$ cat src/rtl/oms_pkg.sv
package oms_pkg;

  // ****************************************************************
  // register addresses (7-bit)
  // ****************************************************************
  localparam logic [6:0] OMS_A_PRODUCT_IDENTITY = 7'h00; // fixed identity
  localparam logic [6:0] OMS_A_REVISION_IDENTITY = 7'h01; // revision
  localparam logic [6:0] OMS_A_MOVE = 7'h02; // movement flag
  localparam logic [6:0] OMS_A_DX = 7'h03; // x displacement
  localparam logic [6:0] OMS_A_DY = 7'h04; // y displacement
  localparam logic [6:0] OMS_A_SQUAL = 7'h05; // surface quality
  localparam logic [6:0] OMS_A_EXP_HI = 7'h06; // exposure upper byte
  localparam logic [6:0] OMS_A_EXP_LO = 7'h07; // exposure lower byte
  localparam logic [6:0] OMS_A_PIX_BRT = 7'h08; // brightest pixel
  localparam logic [6:0] OMS_A_PIX_AVG = 7'h09; // average pixel
  localparam logic [6:0] OMS_A_PIX_DRK = 7'h0A; // darkest pixel
  localparam logic [6:0] OMS_A_DUMP = 7'h0B; // frame dump port
  localparam logic [6:0] OMS_A_SCTRL = 7'h0D; // sensor control
  localparam logic [6:0] OMS_A_ACT_IDL1 = 7'h0E; // active to idle1 time
  localparam logic [6:0] OMS_A_IDL1_PER = 7'h0F; // idle1 frame period
  localparam logic [6:0] OMS_A_IDL1_IDL2 = 7'h10; // idle1 to idle2 time
  localparam logic [6:0] OMS_A_IDL2_PER = 7'h11; // idle2 frame period
  localparam logic [6:0] OMS_A_IDL2_IDL3 = 7'h12; // idle2 to idle3 time
  localparam logic [6:0] OMS_A_IDL3_PER = 7'h13; // idle3 frame period
  localparam logic [6:0] OMS_A_UNLOCK = 7'h21; // sensor control unlock
  localparam logic [6:0] OMS_A_FGAP = 7'h35; // frame gap setting
  localparam logic [6:0] OMS_A_SRST = 7'h3A; // soft reset trigger
  localparam logic [6:0] OMS_A_REV_N = 7'h3F; // revision complement
  localparam logic [6:0] OMS_A_ILLUM = 7'h40; // illumination control
  localparam logic [6:0] OMS_A_MPIN = 7'h41; // movement pin config
  localparam logic [6:0] OMS_A_BPTR = 7'h42; // burst start pointer
  localparam logic [6:0] OMS_A_AILLUM = 7'h43; // adaptive illumination
  localparam logic [6:0] OMS_A_IDLE_CFG = 7'h45; // idle mode config
  localparam logic [6:0] OMS_A_BURST = 7'h63; // burst readout port
  localparam logic [6:0] OMS_A_BURST_LAST = 7'h09; // last byte of a burst

  // ****************************************************************
  // reset values, command codes, field positions
  // ****************************************************************
  localparam logic [7:0] OMS_R_ZERO = 8'h00; // zero default
  localparam logic [15:0] OMS_R_EXPOSURE = 16'h0100; // exposure default
  localparam logic [7:0] OMS_R_SCTRL = 8'h01;
  localparam logic [7:0] OMS_R_ACT_IDL1 = 8'h46;
  localparam logic [7:0] OMS_R_IDL1_PER = 8'h00;
  localparam logic [7:0] OMS_R_IDL1_IDL2 = 8'h4F;
  localparam logic [7:0] OMS_R_IDL2_PER = 8'h09;
  localparam logic [7:0] OMS_R_IDL2_IDL3 = 8'h2F;
  localparam logic [7:0] OMS_R_IDL3_PER = 8'h31;
  localparam logic [7:0] OMS_R_FGAP = 8'hF0;
  localparam logic [7:0] OMS_R_MPIN = 8'h40;
  localparam logic [7:0] OMS_R_BPTR = 8'h03;
  localparam logic [7:0] OMS_R_AILLUM = 8'h08;
  localparam logic [7:0] OMS_C_SRST = 8'h5A; // soft reset code
  localparam logic [7:0] OMS_C_PDOWN = 8'h02; // power down code
  localparam int OMS_F_MOVE = 7; // movement flag bit
  localparam int OMS_F_RW = 7; // write bit of the address byte

  // ****************************************************************
  // types
  // ****************************************************************
  typedef enum logic [2:0] {
    OMS_ST_ADDR = 3'b001, // receiving address byte
    OMS_ST_WDATA = 3'b010, // receiving write data
    OMS_ST_RDATA = 3'b100 // shifting read data out
  } oms_state_e;

  // one frame result from the imaging core
  typedef struct packed {
    logic [7:0] dx;
    logic [7:0] dy;
    logic [7:0] squal;
    logic [15:0] exposure;
    logic [7:0] pix_brt;
    logic [7:0] pix_avg;
    logic [7:0] pix_drk;
  } oms_meas_s;

  // software configuration
  typedef struct packed {
    logic [7:0] dump;
    logic [7:0] sctrl;
    logic [7:0] act_idl1;
    logic [7:0] idl1_per;
    logic [7:0] idl1_idl2;
    logic [7:0] idl2_per;
    logic [7:0] idl2_idl3;
    logic [7:0] idl3_per;
    logic [7:0] unlock;
    logic [7:0] fgap;
    logic [7:0] illum;
    logic [7:0] mpin;
    logic [7:0] bptr;
    logic [7:0] aillum;
    logic [7:0] idle_cfg;
  } oms_cfg_s;

  localparam oms_cfg_s OMS_CFG_RST = '{
    dump: OMS_R_ZERO, sctrl: OMS_R_SCTRL, act_idl1: OMS_R_ACT_IDL1,
    idl1_per: OMS_R_IDL1_PER, idl1_idl2: OMS_R_IDL1_IDL2,
    idl2_per: OMS_R_IDL2_PER, idl2_idl3: OMS_R_IDL2_IDL3,
    idl3_per: OMS_R_IDL3_PER, unlock: OMS_R_ZERO, fgap: OMS_R_FGAP,
    illum: OMS_R_ZERO, mpin: OMS_R_MPIN, bptr: OMS_R_BPTR,
    aillum: OMS_R_AILLUM, idle_cfg: OMS_R_ZERO};

endpackage : oms_pkg

$ cat src/rtl/oms_regs.sv
`timescale 1ns/1ps
`default_nettype none

module oms_regs #(
  parameter logic [7:0] PRODUCT_CODE = 8'h5C, // arbitrary value
  parameter logic [7:0] REVISION_CODE = 8'h03 // arbitrary value
) (
  input wire logic clk,
  input wire logic rst,
  input wire logic ncs_n,
  input wire logic sclk,
  input wire logic mosi,
  output logic miso,
  input wire logic sample_valid,
  input wire oms_pkg::oms_meas_s sample,
  output oms_pkg::oms_cfg_s cfg,
  output logic powered_down,
  output logic motion_pending
);
  import oms_pkg::*;

  // ****************************************************************
  // pin synchronisers
  // ****************************************************************
  logic ncs_s1_reg; // first stage, read only by second
  logic ncs_s2_reg; // synchronised chip select
  logic sclk_s1_reg; // first stage
  logic sclk_s2_reg; // synchronised serial clock
  logic sclk_d_reg; // delayed copy for edge finding
  logic mosi_s1_reg; // first stage
  logic mosi_s2_reg; // synchronised data in

  // two flops on each pin; sclk gets a third for edges
  always_ff @(posedge clk)
  begin
    if (rst)
    begin
      ncs_s1_reg <= 1'b1;
      ncs_s2_reg <= 1'b1;
      sclk_s1_reg <= 1'b1;
      sclk_s2_reg <= 1'b1;
      sclk_d_reg <= 1'b1;
      mosi_s1_reg <= 1'b0;
      mosi_s2_reg <= 1'b0;
    end
    else
    begin
      ncs_s1_reg <= ncs_n;
      ncs_s2_reg <= ncs_s1_reg;
      sclk_s1_reg <= sclk;
      sclk_s2_reg <= sclk_s1_reg;
      sclk_d_reg <= sclk_s2_reg;
      mosi_s1_reg <= mosi;
      mosi_s2_reg <= mosi_s1_reg;
    end
  end

  // ****************************************************************
  // serial framing state
  // ****************************************************************
  oms_state_e state_reg; // framing phase
  oms_state_e state_next;
  logic [6:0] rx_sh_reg; // incoming bits
  logic [2:0] bit_cnt_reg; // bit index in byte
  logic [6:0] addr_reg; // address of a pending write
  logic [7:0] tx_sh_reg; // outgoing byte
  logic burst_reg; // burst readout in progress
  logic [6:0] burst_addr_reg; // next burst byte address
  logic miso_reg; // data out pin

  // ****************************************************************
  // measurement and configuration state
  // ****************************************************************
  logic [7:0] dx_reg; // accumulated x movement
  logic [7:0] dy_reg; // accumulated y movement
  logic move_reg; // movement since last report
  logic [7:0] squal_reg;
  logic [15:0] exposure_reg;
  logic [7:0] pix_brt_reg;
  logic [7:0] pix_avg_reg;
  logic [7:0] pix_drk_reg;
  oms_cfg_s cfg_reg; // software settings
  oms_cfg_s cfg_next;
  logic pd_reg; // power down active

  // ****************************************************************
  // edge and byte decode
  // ****************************************************************
  wire selected = ~ncs_s2_reg; // chip select active
  wire sclk_rise = selected & sclk_s2_reg & ~sclk_d_reg; // sample edge
  wire sclk_fall = selected & ~sclk_s2_reg & sclk_d_reg; // drive edge
  wire [7:0] byte_in = {rx_sh_reg, mosi_s2_reg}; // byte incl. last bit
  wire byte_done = sclk_rise & (bit_cnt_reg == 3'h7); // eighth bit
  wire in_addr = (state_reg == OMS_ST_ADDR);
  wire in_wdata = (state_reg == OMS_ST_WDATA);
  wire in_rdata = (state_reg == OMS_ST_RDATA);
  wire is_write_cmd = byte_in[OMS_F_RW]; // msb high means write
  wire is_burst_cmd = (byte_in[6:0] == OMS_A_BURST);

  // read data is fetched as the address byte ends
  wire load_fire = byte_done & ((in_addr & ~is_write_cmd) | (in_rdata & burst_reg));
  wire load_is_burst = in_addr ? is_burst_cmd : 1'b1;
  wire [6:0] load_addr = in_addr ? (is_burst_cmd ? cfg_reg.bptr[6:0] : byte_in[6:0])
                                 : burst_addr_reg;

  // write effects after the data byte
  wire wr_fire = byte_done & in_wdata;
  wire soft_hit = wr_fire & (addr_reg == OMS_A_SRST) & (byte_in == OMS_C_SRST);
  wire pd_hit = wr_fire & (addr_reg == OMS_A_SCTRL) & (byte_in == OMS_C_PDOWN);
  wire full_rst = rst | soft_hit; // soft reset returns every default

  // reading y ends a motion report; x is read first by convention
  wire rd_clear = load_fire & (load_addr == OMS_A_DY) & ~pd_reg;

  // ****************************************************************
  // read multiplexer
  // ****************************************************************
  // write-only and unmapped addresses read as zero
  function automatic logic [7:0] rd_byte(input logic [6:0] a);
    logic [7:0] d;
    d = OMS_R_ZERO;
    case (a)
      OMS_A_PRODUCT_IDENTITY: d = PRODUCT_CODE; // never changes
      OMS_A_REVISION_IDENTITY: d = REVISION_CODE;
      OMS_A_MOVE: d = {move_reg, 7'h00};
      OMS_A_DX: d = dx_reg;
      OMS_A_DY: d = dy_reg;
      OMS_A_SQUAL: d = squal_reg;
      OMS_A_EXP_HI: d = exposure_reg[15:8];
      OMS_A_EXP_LO: d = exposure_reg[7:0];
      OMS_A_PIX_BRT: d = pix_brt_reg;
      OMS_A_PIX_AVG: d = pix_avg_reg;
      OMS_A_PIX_DRK: d = pix_drk_reg;
      OMS_A_DUMP: d = cfg_reg.dump;
      OMS_A_SCTRL: d = cfg_reg.sctrl;
      OMS_A_ACT_IDL1: d = cfg_reg.act_idl1;
      OMS_A_IDL1_PER: d = cfg_reg.idl1_per;
      OMS_A_IDL1_IDL2: d = cfg_reg.idl1_idl2;
      OMS_A_IDL2_PER: d = cfg_reg.idl2_per;
      OMS_A_IDL2_IDL3: d = cfg_reg.idl2_idl3;
      OMS_A_IDL3_PER: d = cfg_reg.idl3_per;
      OMS_A_FGAP: d = cfg_reg.fgap;
      OMS_A_REV_N: d = ~REVISION_CODE;
      OMS_A_ILLUM: d = cfg_reg.illum;
      OMS_A_MPIN: d = cfg_reg.mpin;
      OMS_A_BPTR: d = cfg_reg.bptr;
      OMS_A_AILLUM: d = cfg_reg.aillum;
      OMS_A_IDLE_CFG: d = cfg_reg.idle_cfg;
      default: d = OMS_R_ZERO;
    endcase
    return d;
  endfunction : rd_byte

  // burst bytes run upward from the pointer and end after average
  logic [7:0] rd_data; // contents of the addressed register
  // a process, not an assign, so a register change re-runs the lookup
  always_comb
  begin
    rd_data = rd_byte(load_addr);
  end
  wire burst_in_range = (load_addr <= OMS_A_BURST_LAST);
  wire [7:0] burst_byte = burst_in_range ? rd_data : OMS_R_ZERO;
  // power down reads carry no valid data; zero is a safe choice
  wire [7:0] load_data = pd_reg ? OMS_R_ZERO
                                : (load_is_burst ? burst_byte : rd_data);
  wire [6:0] burst_addr_inc = load_addr + 7'h01;

  // ****************************************************************
  // framing phase transitions
  // ****************************************************************
  always_comb
  begin
    state_next = state_reg;
    unique case (state_reg)
      OMS_ST_ADDR:
        if (byte_done)
          state_next = is_write_cmd ? OMS_ST_WDATA : OMS_ST_RDATA;
      OMS_ST_WDATA:
        if (byte_done)
          state_next = OMS_ST_ADDR;
      OMS_ST_RDATA:
        // a burst keeps streaming until chip select rises
        if (byte_done & ~burst_reg)
          state_next = OMS_ST_ADDR;
      default:
        state_next = OMS_ST_ADDR;
    endcase
  end

  // ****************************************************************
  // serial port registers
  // ****************************************************************
  // chip select high parks the port; this is the only way out of a burst
  always_ff @(posedge clk)
  begin
    if (rst | ncs_s2_reg)
    begin
      state_reg <= OMS_ST_ADDR;
      bit_cnt_reg <= 3'h0;
      burst_reg <= 1'b0;
    end
    else
    begin
      state_reg <= state_next;
      if (sclk_rise)
        bit_cnt_reg <= bit_cnt_reg + 3'h1;
      if (byte_done & in_addr)
        burst_reg <= ~is_write_cmd & is_burst_cmd;
    end
  end

  // shift registers and captured address
  always_ff @(posedge clk)
  begin
    if (rst)
    begin
      rx_sh_reg <= 7'h00;
      addr_reg <= 7'h00;
      burst_addr_reg <= 7'h00;
    end
    else
    begin
      if (sclk_rise)
        rx_sh_reg <= byte_in[6:0];
      if (byte_done & in_addr)
        addr_reg <= byte_in[6:0];
      if (load_fire)
        burst_addr_reg <= burst_addr_inc;
    end
  end

  // read data loads whole, then goes out msb first on falling edges
  always_ff @(posedge clk)
  begin
    if (rst | ncs_s2_reg)
    begin
      tx_sh_reg <= 8'h00;
      miso_reg <= 1'b0;
    end
    else if (load_fire)
      tx_sh_reg <= load_data;
    else if (sclk_fall & in_rdata)
    begin
      miso_reg <= tx_sh_reg[7];
      tx_sh_reg <= {tx_sh_reg[6:0], 1'b0};
    end
  end

  // ****************************************************************
  // configuration registers
  // ****************************************************************
  // writes to read-only or unmapped addresses leave everything alone
  always_comb
  begin
    cfg_next = cfg_reg;
    if (wr_fire)
    begin
      case (addr_reg)
        OMS_A_DUMP: cfg_next.dump = byte_in;
        OMS_A_SCTRL: cfg_next.sctrl = byte_in;
        OMS_A_ACT_IDL1: cfg_next.act_idl1 = byte_in;
        OMS_A_IDL1_PER: cfg_next.idl1_per = byte_in;
        OMS_A_IDL1_IDL2: cfg_next.idl1_idl2 = byte_in;
        OMS_A_IDL2_PER: cfg_next.idl2_per = byte_in;
        OMS_A_IDL2_IDL3: cfg_next.idl2_idl3 = byte_in;
        OMS_A_IDL3_PER: cfg_next.idl3_per = byte_in;
        OMS_A_UNLOCK: cfg_next.unlock = byte_in; // write-only
        OMS_A_FGAP: cfg_next.fgap = byte_in;
        OMS_A_ILLUM: cfg_next.illum = byte_in;
        OMS_A_MPIN: cfg_next.mpin = byte_in;
        OMS_A_BPTR: cfg_next.bptr = byte_in;
        OMS_A_AILLUM: cfg_next.aillum = byte_in;
        OMS_A_IDLE_CFG: cfg_next.idle_cfg = byte_in;
        default: cfg_next = cfg_reg;
      endcase
    end
  end

  // defaults include pointer at x and unlock at zero
  always_ff @(posedge clk)
  begin
    if (full_rst)
      cfg_reg <= OMS_CFG_RST;
    else
      cfg_reg <= cfg_next;
  end

  // power down holds until the soft reset code wakes the part
  always_ff @(posedge clk)
  begin
    if (full_rst)
      pd_reg <= 1'b0;
    else if (pd_hit)
      pd_reg <= 1'b1;
  end

  // ****************************************************************
  // measurement registers
  // ****************************************************************
  // deltas accumulate between reports; a new frame in the clearing
  // cycle is kept, so no movement is lost; no saturation, they wrap
  wire [7:0] dx_base = rd_clear ? OMS_R_ZERO : dx_reg;
  wire [7:0] dy_base = rd_clear ? OMS_R_ZERO : dy_reg;
  wire frame_moved = (sample.dx != 8'h00) | (sample.dy != 8'h00);
  wire frame_take = sample_valid & ~pd_reg; // core is idle in power down

  always_ff @(posedge clk)
  begin
    if (full_rst)
    begin
      dx_reg <= OMS_R_ZERO;
      dy_reg <= OMS_R_ZERO;
      move_reg <= 1'b0;
      squal_reg <= OMS_R_ZERO;
      exposure_reg <= OMS_R_EXPOSURE;
      pix_brt_reg <= OMS_R_ZERO;
      pix_avg_reg <= OMS_R_ZERO;
      pix_drk_reg <= OMS_R_ZERO;
    end
    else if (frame_take)
    begin
      dx_reg <= dx_base + sample.dx;
      dy_reg <= dy_base + sample.dy;
      move_reg <= (move_reg & ~rd_clear) | frame_moved; // set wins
      squal_reg <= sample.squal;
      exposure_reg <= sample.exposure;
      pix_brt_reg <= sample.pix_brt;
      pix_avg_reg <= sample.pix_avg;
      pix_drk_reg <= sample.pix_drk;
    end
    else if (rd_clear)
    begin
      dx_reg <= OMS_R_ZERO;
      dy_reg <= OMS_R_ZERO;
      move_reg <= 1'b0;
    end
  end

  // ****************************************************************
  // outputs
  // ****************************************************************
  assign miso = miso_reg;
  assign cfg = cfg_reg;
  assign powered_down = pd_reg;
  assign motion_pending = move_reg;

endmodule : oms_regs

`default_nettype wire

$ cat config.mk
export PLATFORM = sky130hd
export DESIGN_NAME = oms_regs
export DESIGN_NICKNAME = d
export VERILOG_FILES = /design/src/rtl/oms_pkg.sv /design/src/rtl/oms_regs.sv
export SDC_FILE = /design/constraint.sdc
export NUM_CORES = 1
export LEC_CHECK = 0
export BUFFER_PORTS_ARGS = -buffer_cell sky130_fd_sc_hd__buf_2
export CAP_MARGIN = 20
export CORE_MARGIN = 2
export CORE_UTILIZATION = 51
export CTS_CLUSTER_DIAMETER = 30
export DETAILED_ROUTE_END_ITERATION = 10
export PLACE_DENSITY_LB_ADDON = 0.08
export SLEW_MARGIN = 20
export SYNTH_ARGS = -nofsm -noshare
export SYNTH_HDL_FRONTEND = slang
export SYNTH_SLANG_ARGS = --single-unit
$ cat constraint.sdc
create_clock -name clk -period 4 [get_ports clk]
set_clock_uncertainty 0.05 [all_clocks]
set_input_delay 0.8 -clock clk [delete_from_list [all_inputs] [get_ports clk]]
set_output_delay 0.8 -clock clk [all_outputs]
set_load 0.005 [all_outputs]
== Word level (Yosys, flattened, before mapping) ==
Cells that the tools add are included.
Cells by class
  bitwise gates (word level): 34
  add/subtract/negate cells: 4
  muxes and demuxes: 20
  equality and inequality tests: 51
  $lt $le $gt $ge: 1
  reductions and logical operators: 22
Operator list (number)
  $pmux W8 S26: 1
  $eq A7 B4 Y1 const B: 11
  $eq A7 B7 Y1 const B: 11
  $mux W8: 9
  $eq A7 B5 Y1 const B: 8
  $eq A7 B6 Y1 const B: 5
  $reduce_and A2 Y1: 16
  $eq A7 B3 Y1 const B: 4
  $and A1 B1 Y1: 21
  $add A8 B8 Y8: 2
  $reduce_bool A8 Y1: 2
  $eq A7 B2 Y1 const B: 2
  $mux W7: 2
  $mux W3: 4
  $pmux W3 S3: 1
  $eq A8 B2 Y1 const B: 1
  $eq A8 B7 Y1 const B: 1
  $not A1 Y1: 8
  $add A7 B1 Y7 const B: 1
  $eq A7 B1 Y1 const B: 1
  $le A7 B4 Y1 const B: 1
  $logic_not A7 Y1: 1
  $eq A3 B3 Y1 const B: 2
  $or A1 B1 Y1: 5
  8 further kinds: 12
Storage, ports and cells
  register bits after elaboration: 230
  bits of input ports: 70
  logic and storage cells: 171
  output and inout port bits: 123

== Logic depth before layout (Yosys ltp) ==
Gate-level depths: netlist (run 1).
  word-level depth: 11
  mapped depth: 19
  gate-level depth less buffers: 18

== Worst setup path before layout (run 1) ==
No wires, ideal clock.
  path kind: register to register
  from: reg state_reg[0]
  to: reg dy_reg[7]
  library setup time: 128 ps
  cell stages (with the launch flop): 19
  slack: -272 ps
  arrival: 4095 ps
  data required time: 3822 ps
  path through: dfxtp_1 or3b_1 buf_2 a311oi_4 o211ai_2 nor4_4 nand3_2 buf_2 nand2_1 inv_2 ha_1 a21o_1 a21oi_1 o21bai_1 a2111oi_0 nor3_1 nand3b_1 xnor2_1 nor2_1
Between the ends
  cells in the longest elaborated chain, start to end: 9
  elaborated cells on any way between the ends: 18
Ends and longest elaborated chain
  from (decl): RTL line oms_regs.sv:61  | oms_state_e state_reg;
  from (signal assigned): RTL line oms_regs.sv:204  | state_reg <= state_next;
  $eq A3 B1 Y1 / $eq A3 B3 Y1 (equally long branches): RTL line oms_regs.sv:94, oms_regs.sv:96
  $and A1 B1 Y1: RTL line oms_regs.sv:101  | wire load_fire = byte_done & ((in_addr & ~is_write_cmd) | (in_rdata & burst_reg));
  $or A1 B1 Y1: RTL line oms_regs.sv:101
  $and A1 B1 Y1: RTL line oms_regs.sv:101
  $and A1 B1 Y1 (2 in a row): RTL line oms_regs.sv:113  | wire rd_clear = load_fire & (load_addr == OMS_A_DY) & ~pd_reg;
  $mux W8
  $add A8 B8 Y8: RTL line oms_regs.sv:323  | dy_reg <= dy_base + sample.dy;
  $mux W8: RTL line oms_regs.sv:320  | else if (frame_take)
  to (signal assigned): RTL line oms_regs.sv:323
  to (decl): RTL line oms_regs.sv:75  | logic [7:0] dy_reg;
Several ways; a longest one is shown, not always the timed one.
A chain may end at the register's enable or synchronous reset.

== Final worst setup path (run 1) ==
  from: reg rx_sh_reg[2]
  to: reg dy_reg[7]
Between the ends
  cells in the longest elaborated chain, start to end: 9
  elaborated cells on any way between the ends: 12
Ends and longest elaborated chain
  from (decl): RTL line oms_regs.sv:63  | logic [6:0] rx_sh_reg;
  from (signal assigned): RTL line oms_regs.sv:224  | rx_sh_reg <= byte_in[6:0];
  $eq A7 B7 Y1: RTL line oms_regs.sv:98  | wire is_burst_cmd = (byte_in[6:0] == OMS_A_BURST);
  $mux W7 (2 in a row): RTL line oms_regs.sv:103  | wire [6:0] load_addr = in_addr ? (is_burst_cmd ? cfg_reg.bptr[6:0] : byte_in[6:0])
  $eq A7 B3 Y1: RTL line oms_regs.sv:113
  $and A1 B1 Y1 (2 in a row): RTL line oms_regs.sv:113
  $mux W8
  $add A8 B8 Y8: RTL line oms_regs.sv:323
  $mux W8: RTL line oms_regs.sv:320
Several ways; a longest one is shown, not always the timed one.

==> results of run 1 <==
worst max-delay path, cell delays in order (launching register included):
cell and delay (ns):
dfxtp_2 0.31, or4b_4 0.54, buf_6 0.15, o311a_4 0.37, nor4_4 0.37, nand3_4 0.27
nand2_4 0.13, inv_2 0.04, ha_1 0.26, a21o_1 0.19, a21oi_2 0.15, o21bai_2 0.11
a2111oi_4 0.39, nor3_2 0.09, nand3b_1 0.17, xnor2_1 0.15, nor2_1 0.05
power by group:
group	total (mW)	switching (mW)	leakage, nW	internal, mW
registers	2.39	0.0413	1.87	2.35
logic	0.408	0.228	3.99	0.179
clock network	4.12	1.38	0.811	2.73
path summary, 6_finish.rpt:
kind,to,depth (start not counted)
worst max-delay path,dy_reg[7],16
worst min-delay path,sclk_s2_reg,1
worst max register to register,dy_reg[7],16
worst min register to register,sclk_s2_reg,1
cell families after synthesis:
group                      count (synthesis)  share of synthesized area, %
AOI/OAI and AO/OA                        243                         15.55
xor gates and xnor gates                  15                         1.153
adders and majority gates                 18                         2.108
buffers and inverters                    103                         3.679
DFF                                      230                         40.41
muxes                                    150                         13.80
and+or+nand+nor                          562                         23.30
cells in the mapped netlist (6+ instances only):
| cell | count |
|---|---|
| a22o_1 | 10 |
| nor4_1 | 13 |
| xnor2_1 | 13 |
| clkbuf_1 | 67 |
| a31oi_1 | 7 |
| nor2_1 | 151 |
| nand2b_1 | 9 |
| or2_2 | 7 |
| nand3_1 | 56 |
| and3_1 | 10 |
| and2_1 | 18 |
| nor2b_1 | 9 |
| a22oi_1 | 11 |
| nor3_1 | 16 |
| mux2i_1 | 138 |
| nand4_1 | 17 |
| nor2_2 | 6 |
| dfxtp_1 | 230 |
| inv_1 | 13 |
| nand2_1 | 212 |
| o21ai_0 | 25 |
| ha_1 | 16 |
| a32oi_1 | 14 |
| a211oi_1 | 14 |
| o211ai_1 | 7 |
| a21oi_1 | 98 |
| buf_2 | 14 |
| mux2_2 | 7 |
per-stage QoR:
| stage | TNS, ns | hold WS (ns) | instance area, µm² | total power, mW | worst slack [ns] |
|---|---|---|---|---|---|
| detailed placement | -0.02733 | 0.3473 | 13080 | 2.801 | -0.02733 |
| global route | -0.3164 | 0.3646 | 14970 | 7.094 | -0.1459 |
| floorplan | 0 | 0.3395 | 11440 | 2.657 | 0.002719 |
| finish | 0 | 0.3544 | 14970 | 6.912 | 0.07891 |
| global placement | 0 | 0.3408 | 13080 | 2.794 | 0.03871 |
| CTS | 0 | 0.3544 | 14800 | 6.906 | 0.02837 |
final cells by class:
class                   count  area, µm²
fillers                  1846       6920
multi-input cells         988       6555
flip-flops and latches    230       4607
repair buffers            284       1689
clock buffers              56       1294
clock inverters            36      416.7
well taps                 280      350.3
inverters                  15      56.30
diodes                      1      2.502
routing by layer:
metal | track usage [%] | wire, µm
met4 | 13.72 | 1643
met5 | 0 | 0
met3 | 7.967 | 4249
met1 | 47.61 | 17740
met2 | 57.53 | 20200
repair_timing:
item,CTS,global route
setup endpoints to repair,2,4
buffers inserted,0,6
pin swaps,0,21
gates cloned,0,1
resized for setup,1,24
hold endpoints to repair,0,0
==> results_dict.tcl, run 1 <==
set metrics [dict create \
    synth_fp_nets 1409 \
    grt_antenna_before_repair 1 \
    postSynthAreaPerCell_um2 8.626 \
    drc 0 \
    slew_violations 0 \
    io_buffer_count 192 \
    ys_ff_latch 230 \
    via_per_inst 6.022 \
    route.antenna.remaining_nets 0 \
    hold_buffers 0 \
    fp.dieW_um 153.5 \
    clockRootBuffer "clkbuf_16" \
    cts.clk_slew.worst_paths_ns 0.05 \
    path_class "register to register" \
    first_iter_violations 1046 \
    yosysWarnings 0 \
    endpoint_kind "register" \
    dp_hpwl_um 31550 \
    tightestPinTransition_ns 0.9873 \
    syn_inst 1321 \
    drt_pre_antenna_iters 7 \
    power_density_mw_per_mm2 461.7 \
    initial_utilization_pct 52.05 \
    p_leak_nw 6.669 \
    cts_made_buffers 50 \
    maxCapViolCount 0 \
    synth_top_area_share_pct 40.41 \
    grt.overflow.total 0 \
    finalHoldViolations 0 \
    core_mm2 0.02189 \
    routed_wl_um 43840 \
    async_flop_share_pct 0 \
    clockBufferDepth 3 \
    place_inst 1790 \
    htreeDepth 2 \
    ys_seq_area_share_pct 40.41 \
    wl_per_cell_um 23.19 \
    place_congestion 1.030 \
    fin_crit_ns 3.921 \
    ir_worst_vdd_mv 0.3636 \
    ios 193 \
    largest_reg_flops 120 \
    startpoint "rx_sh_reg[2]" \
    grt_usage_pct 35.95 \
    via_count 11381 \
    status "finished, final reports clean" \
    grt_pass1_wl_um 65530 \
    rsz0062_at_grt "yes" \
    syn2layout_area_growth_pct 31.38 \
    layout.cells.most_common_list "dfxtp_1 (228), nand2_1 (210), buf_2 (193)" \
    synth-edff-count 0 \
    synthFlopType "dfxtp_1" \
    cts.sinks 230 \
    netlist_area_mm2 0.01139 \
    rows 54 \
    insertion_delay_ns 0.54 \
    relSlewSlack_pct 33.57 \
    r2r_slack_ns 0.08 \
    timing.fmax_mhz 255.0 \
    arrival_ns 4.28 \
    synthTopCellsByArea "dfxtp_1 (40%), mux2i_1 (12%), nand2_1 (7.0%)" \
    drive_above_1_share_pct 28.84 \
    grt_pass1_vias 10863 \
    min_period_over_period_pct 98.03 \
    dieArea_mm2 0.02355 \
    utilization_pct 68.39 \
    die_height_um 153.5 \
    r2r-start "rx_sh_reg[2]" \
    required_ns 4.36 \
    grt_max_degree 50 \
    yosys.cell_types.count 89 \
    finalSetupViolCount 0 \
    finalNonFillerCells 1890 \
    mostFrequentLayoutCell "dfxtp_1" \
    hp-class "register to register" \
    crit_path_start_kind "register" \
    min_from "sclk_s1_reg" \
    cp_max_fo 8 \
    cts_tree "done" \
    nNetsFinal 1657 \
    synth_top_area_cell "dfxtp_1" \
]
No activity file was read; power rests on OpenSTA's default activity.
==> run 2: changes to the inputs <==
--- a/config.mk
+++ b/config.mk
@@ -11,7 +11,7 @@
 export CORE_UTILIZATION = 51
 export CTS_CLUSTER_DIAMETER = 30
 export DETAILED_ROUTE_END_ITERATION = 10
-export PLACE_DENSITY_LB_ADDON = 0.08
+export PLACE_DENSITY = 0.76
 export SLEW_MARGIN = 20
 export SYNTH_ARGS = -nofsm -noshare
 export SYNTH_HDL_FRONTEND = slang
==> run 2 against run 1 <==
Count of clock-buffer cells in the layout is 8 higher. Sequential power hardly changed. Power is 8.6% higher. Fmax is 1.3% higher. Worst setup slack better by 0.049 ns. Die area stayed put. Global-route usage is 1.1 points lower. Critical path type unchanged. Highest routed layer unchanged. Combinational power is 2% lower. Utilization is 0.57 points higher. Cell count is 0.37% lower. Register-to-register slack better by 0.05 ns. Worst hold slack better by 0.016 ns.
==> results_dict.tcl, run 2 (synthesis results as in run 1) <==
set metrics [dict create \
    routed_wl_um 42670 \
    hp-class "register to register" \
    die_height_um 153.5 \
    grt.overflow.total 0 \
    wl_per_cell_um 22.66 \
    grt_antenna_before_repair 0 \
    slowest_stage "or4b_4" \
    crit_path_max_incr_delay_ns 0.58 \
    worstPathCellList "or4b_4, buf_6, o311a_4, nor4_4, nand3_4, nand2_2, inv_2, ha_1, a21o_1, a21oi_2, o21bai_2, a2111oi_4, nor3_1, nand3b_1, xnor2_1, nor2_1" \
    p_leak_nw 6.724 \
    io_buffer_count 192 \
    rows 54 \
    finalSetupViolCount 0 \
    clockBufferDepth 3 \
    grt_usage_pct 34.81 \
    cts.sinks 230 \
    fp.dieW_um 153.5 \
    core_mm2 0.02189 \
    route.antenna.remaining_nets 0 \
    tightestPinTransition_ns 1.120 \
    tns_ns 0 \
    layout.cells.most_common_list "dfxtp_1 (228), nand2_1 (210), buf_2 (192)" \
    status "finished, final reports clean" \
    clockRootBuffer "clkbuf_16" \
    finalHoldViolations 0 \
    crit_family "simple AND/OR/NAND/NOR gates" \
    insertion_delay_ns 0.55 \
    first_iter_violations 1192 \
    syn2layout_area_growth_pct 32.48 \
    fin_crit_ns 3.872 \
    cts_made_buffers 52 \
    ir_worst_vdd_mv 0.3283 \
    cts_tree "done" \
    drt_pre_antenna_iters 6 \
    drive_above_1_share_pct 28.13 \
    timing.fmax_mhz 258.3 \
    initial_utilization_pct 52.05 \
    nNetsFinal 1649 \
    timing.final.ws_setup_ns 0.1282 \
    crit_path_start_kind "register" \
    dieArea_mm2 0.02355 \
    place_congestion 1.029 \
    num-fill-cells 1762 \
    dp_slack_ns -0.04612 \
    relSlewSlack_pct 25.34 \
    endpoint_kind "register" \
    place_inst 1780 \
    arrival_ns 4.25 \
    cp_max_fo 8 \
    finalNonFillerCells 1883 \
    maxCapViolCount 0 \
    mostFrequentLayoutCell "dfxtp_1" \
    grt_pass1_wl_um 63880 \
    hold_buffers 0 \
    via_count 11517 \
    slew_violations 0 \
    ios 193 \
    largest_reg_flops 120 \
    dp_hpwl_um 30180 \
    required_ns 4.38 \
    via_per_inst 6.116 \
    min_period_over_period_pct 96.79 \
    antenna_cells 0 \
    cts.clk_slew.worst_paths_ns 0.04 \
    drc 0 \
    grt_pass1_vias 10773 \
    grt_max_degree 76 \
    crit_buf_inv 2 \
    power_density_mw_per_mm2 497.2 \
    path_class "register to register" \
    htreeDepth 2 \
]
-- run 2: cell types whose count changed in the layout (fill, tap and decap cells not counted), moves of 4 or more --
cell       delta
buf_4         -8
bufinv_16     +8
clkinv_4      -6
clkbuf_1      +4
inv_6         -4
-- run 2: area by class of cell --
| class | instances | area, µm² | area share [%] |
|---|---|---|---|
| Multi-Input combinational cell | 988 | 6524 | 43.22 |
| Sequential cell | 230 | 4607 | 30.52 |
| Timing Repair Buffer | 274 | 1613 | 10.68 |
| Clock buffer | 64 | 1386 | 9.184 |
| Clock inverter | 32 | 559.3 | 3.705 |
| Tap cell | 280 | 350.3 | 2.321 |
| Inverter | 15 | 56.30 | 0.3730 |
-- run 2: path summary, 6_finish.rpt --
kind / start / to / slack, ns / cells after the start
worst max register to register: rx_sh_reg[2] / dy_reg[7] / 0.13 / 16
worst max-delay path: rx_sh_reg[2] / dy_reg[7] / 0.13 / 16
worst min register to register: ncs_s1_reg / ncs_s2_reg / 0.37 / 1
worst min-delay path: ncs_s1_reg / ncs_s2_reg / 0.37 / 1
-- run 2: what timing repair did --
action	CTS	global route
pin swaps	0	18
endpoints found under the setup margin	2	4
gates resized for setup	1	17
setup buffers	0	7
-- run 2: worst reg2reg max path: stages (launching register included) --
cell,delay (ns)
dfxtp_2,0.32
or4b_4,0.58
buf_6,0.16
o311a_4,0.32
nor4_4,0.35
nand3_4,0.25
nand2_2,0.14
inv_2,0.04
ha_1,0.26
a21o_1,0.19
a21oi_2,0.17
o21bai_2,0.11
a2111oi_4,0.38
nor3_1,0.08
nand3b_1,0.18
xnor2_1,0.16
nor2_1,0.05
-- run 2: per-stage QoR --
stage               util (%)  instance area, µm²  power (mW)  hold WS (ns)
finish                 68.96               15100       7.506        0.3703
global route           68.96               15100       7.678        0.3782
CTS                    68.34               14960       7.491        0.3685
detailed placement     59.42               13010       2.789        0.3485
global placement       59.42               13010       2.784        0.3596
floorplan                  -               11440       2.657        0.3395
-- run 2: where the power goes --
group | internal, mW | switching (mW)
Clock | 3.35 | 1.37
Sequential | 2.35 | 0.0351
Combinational | 0.171 | 0.227
Total | 5.87 | 1.63
-- run 2: metal layers --
metal	GRT usage (%)	vias up	wire length (µm)
met5	0	-	0
met4	15.81	0	2053
met3	7.457	156	4489
met2	54.19	759	19240
met1	46.50	5402	16880
li1	-	5200	-
==> run 3: changes to the inputs <==
--- a/config.mk
+++ b/config.mk
@@ -5,13 +5,14 @@
 export SDC_FILE = /design/constraint.sdc
 export NUM_CORES = 1
 export LEC_CHECK = 0
+export ABC_AREA = 1
 export BUFFER_PORTS_ARGS = -buffer_cell sky130_fd_sc_hd__buf_2
 export CAP_MARGIN = 20
 export CORE_MARGIN = 2
 export CORE_UTILIZATION = 51
 export CTS_CLUSTER_DIAMETER = 30
 export DETAILED_ROUTE_END_ITERATION = 10
-export PLACE_DENSITY = 0.76
+export PLACE_DENSITY = 0.77
 export SLEW_MARGIN = 20
 export SYNTH_ARGS = -nofsm -noshare
 export SYNTH_HDL_FRONTEND = slang
==> run 3 against run 2 <==
Power decreased by 8.3%. Critical endpoint is now dx_reg[7]. Clock power decreased by 12%. Largest cell class unchanged. Via count increased by 6.2%.
==> results_dict.tcl, run 3 <==
set metrics [dict create \
    grt.overflow.total 0 \
    cts_tree "done" \
    mostFrequentLayoutCell "nand2_1" \
    via_per_inst 5.820 \
    io_buffer_count 192 \
    min_period_over_period_pct 92.35 \
    clockRootBuffer "clkbuf_16" \
    timing.final.ws_setup_ns 0.3062 \
    dieArea_mm2 0.02304 \
    place_congestion 1.017 \
    required_ns 4.39 \
    largest_reg_flops 120 \
    endpoint_kind "register" \
    ir_worst_vdd_mv 0.3359 \
    fin_crit_ns 3.694 \
    drive_above_1_share_pct 20.26 \
    p_leak_nw 6.630 \
    routed_wl_um 41100 \
    crit_path_start_kind "register" \
    arrival_ns 4.08 \
    cts.sinks 230 \
    status "finished, final reports clean" \
    crit_family "simple AND/OR/NAND/NOR gates" \
    dp_slack_ns 0.08355 \
    cts_made_buffers 47 \
    yosysWarnings 0 \
    cts.clk_slew.worst_paths_ns 0.05 \
    drc 0 \
    layout.cells.most_common_list "nand2_1 (333), dfxtp_1 (226), buf_2 (192)" \
    synthFlopType "dfxtp_1" \
    slew_violations 0 \
    ys_ff_latch 230 \
    grt_pass1_wl_um 61760 \
    cp_max_fo 17 \
    rows 54 \
    first_iter_violations 1150 \
    relSlewSlack_pct 29.13 \
    finalSetupViolCount 0 \
    wl_per_cell_um 19.56 \
    initial_utilization_pct 51.52 \
    via_count 12227 \
    dp_hpwl_um 29550 \
    fp.dieW_um 151.8 \
    nNetsFinal 1873 \
    synth.most_common_cell "nand2_1" \
    tns_ns 0 \
    hold_buffers 0 \
    ios 193 \
    slowest_stage "dfxtp_1" \
    synth_top_area_cell "dfxtp_1" \
    drt_pre_antenna_iters 7 \
    synth_top_area_share_pct 41.34 \
    synthTopCellsByArea "dfxtp_1 (41%), nand2_1 (11%), nand3_1 (8.6%)" \
    die_height_um 151.8 \
    grt_max_degree 73 \
    syn2layout_area_growth_pct 27.39 \
    grt_usage_pct 34.98 \
    hp-class "register to register" \
    path_class "register to register" \
    power_density_mw_per_mm2 484.9 \
    route.antenna.remaining_nets 0 \
    timing.fmax_mhz 270.7 \
    core_mm2 0.02162 \
    netlist_top_cells_count "nand2_1 (340), dfxtp_1 (230), nand3_1 (192)" \
    netlist_area_mm2 0.01114 \
    tightestPinTransition_ns 1.053 \
    finalHoldViolations 0 \
    insertion_delay_ns 0.55 \
    htreeDepth 2 \
    rsz0062_at_grt "no" \
    grt_antenna_before_repair 0 \
    synth_fp_nets 1671 \
    clockBufferDepth 3 \
    maxCapViolCount 0 \
    synth-edff-count 0 \
    grt_pass1_vias 11068 \
    ys_seq_area_share_pct 41.34 \
    async_flop_share_pct 0 \
    postSynthAreaPerCell_um2 7.036 \
    yosys.cell_types.count 38 \
    worst_path_most_repeated_cell "nand2_1" \
    crit_path_max_incr_delay_ns 0.36 \
    syn_inst 1583 \
    crit_buf_inv 3 \
    antenna_cells 0 \
]
==> run 3: cell types whose count changed after synthesis, sizes merged, moves of 11 or more <==
cell,previous run,this run
a22oi,11,0
a32oi,14,0
o211ai,9,27
o21ai,27,71
a21oi,98,181
o21a,1,52
buf,21,36
clkbuf,67,48
nand3,57,194
mux2i,138,0
nand2,215,343
and2,18,0
inv,15,128
==> run 3: kinds of logic (layout without fill, tap and decap cells) <==
| family | after synthesis | in the layout | share of synthesized area [%] |
|---|---|---|---|
| adder cells (fa/ha/maj) | 18 | 18 | 2.157 |
| AO/OA/AOI/OAI | 364 | 364 | 19.11 |
| XOR/XNOR | 12 | 12 | 0.9436 |
| AND/OR/NAND/NOR | 745 | 747 | 28.78 |
| buffers and inverters | 214 | 450 | 7.672 |
| flip-flops | 230 | 230 | 41.34 |
==> run 3: area by class of cell <==
class,count,area (µm²)
tap,280,350.3
inverter,130,488.0
clock inverter,23,359.1
sequential,230,4609
fill,1965,7432
clock buffer,62,1334
multi-input combinational,1141,5761
timing repair buffer,235,1287
==> run 3: what timing repair did <==
action	CTS	global route
setup endpoints to repair	0	4
setup buffers	0	2
hold endpoints to repair	0	0
gates resized for setup	0	23
==> run 3: power breakdown <==
group,internal [mW],switching [mW],total (mW)
Combinational,0.130,0.222,0.353
Sequential,2.35,0.0349,2.38
Clock,2.86,1.29,4.15
==> run 3: worst register-to-register path: cells and delay by family, from the launching register on <==
| kind | cells | cell delay [ns] |
|---|---|---|
| flops | 1 | 0.36 |
| compound gates | 6 | 0.89 |
| fa+ha+maj | 1 | 0.32 |
| buf+inv | 3 | 0.31 |
| simple gates | 16 | 1.65 |
==> run 3: metrics by stage <==
step           power (mW)  instances  hold WS, ns  cell area (µm²)  utilization [%]
6_report            6.881       2101       0.3620            14190            65.63
5_1_grt             7.058       2101       0.3711            14190            65.63
4_1_cts             6.872       2097       0.3657            14100            65.20
3_5_place_dp        2.761       2012       0.3554            12400            57.37
3_3_place_gp        2.753       2012       0.3578            12400            57.37
2_1_floorplan       2.642       1583       0.3383            11140                -
==> run 3: path summary, 6_finish.rpt <==
path / from / to / slack, ns / cells after the start
worst max-delay path: rx_sh_reg[2] / dx_reg[7] / 0.31 / 26
worst min-delay path: sclk_s1_reg / sclk_s2_reg / 0.36 / 1
worst max register to register: rx_sh_reg[2] / dx_reg[7] / 0.31 / 26
worst min register to register: sclk_s1_reg / sclk_s2_reg / 0.36 / 1
==> run 3: layer usage <==
layer / wire length (µm) / part of all wire, % / GRT usage (%)
met5: 0 / 0 / 0
met4: 2017 / 4.9 / 17.36
met3: 4013 / 9.8 / 7.485
met2: 18140 / 44 / 53.65
met1: 16930 / 41 / 46.66
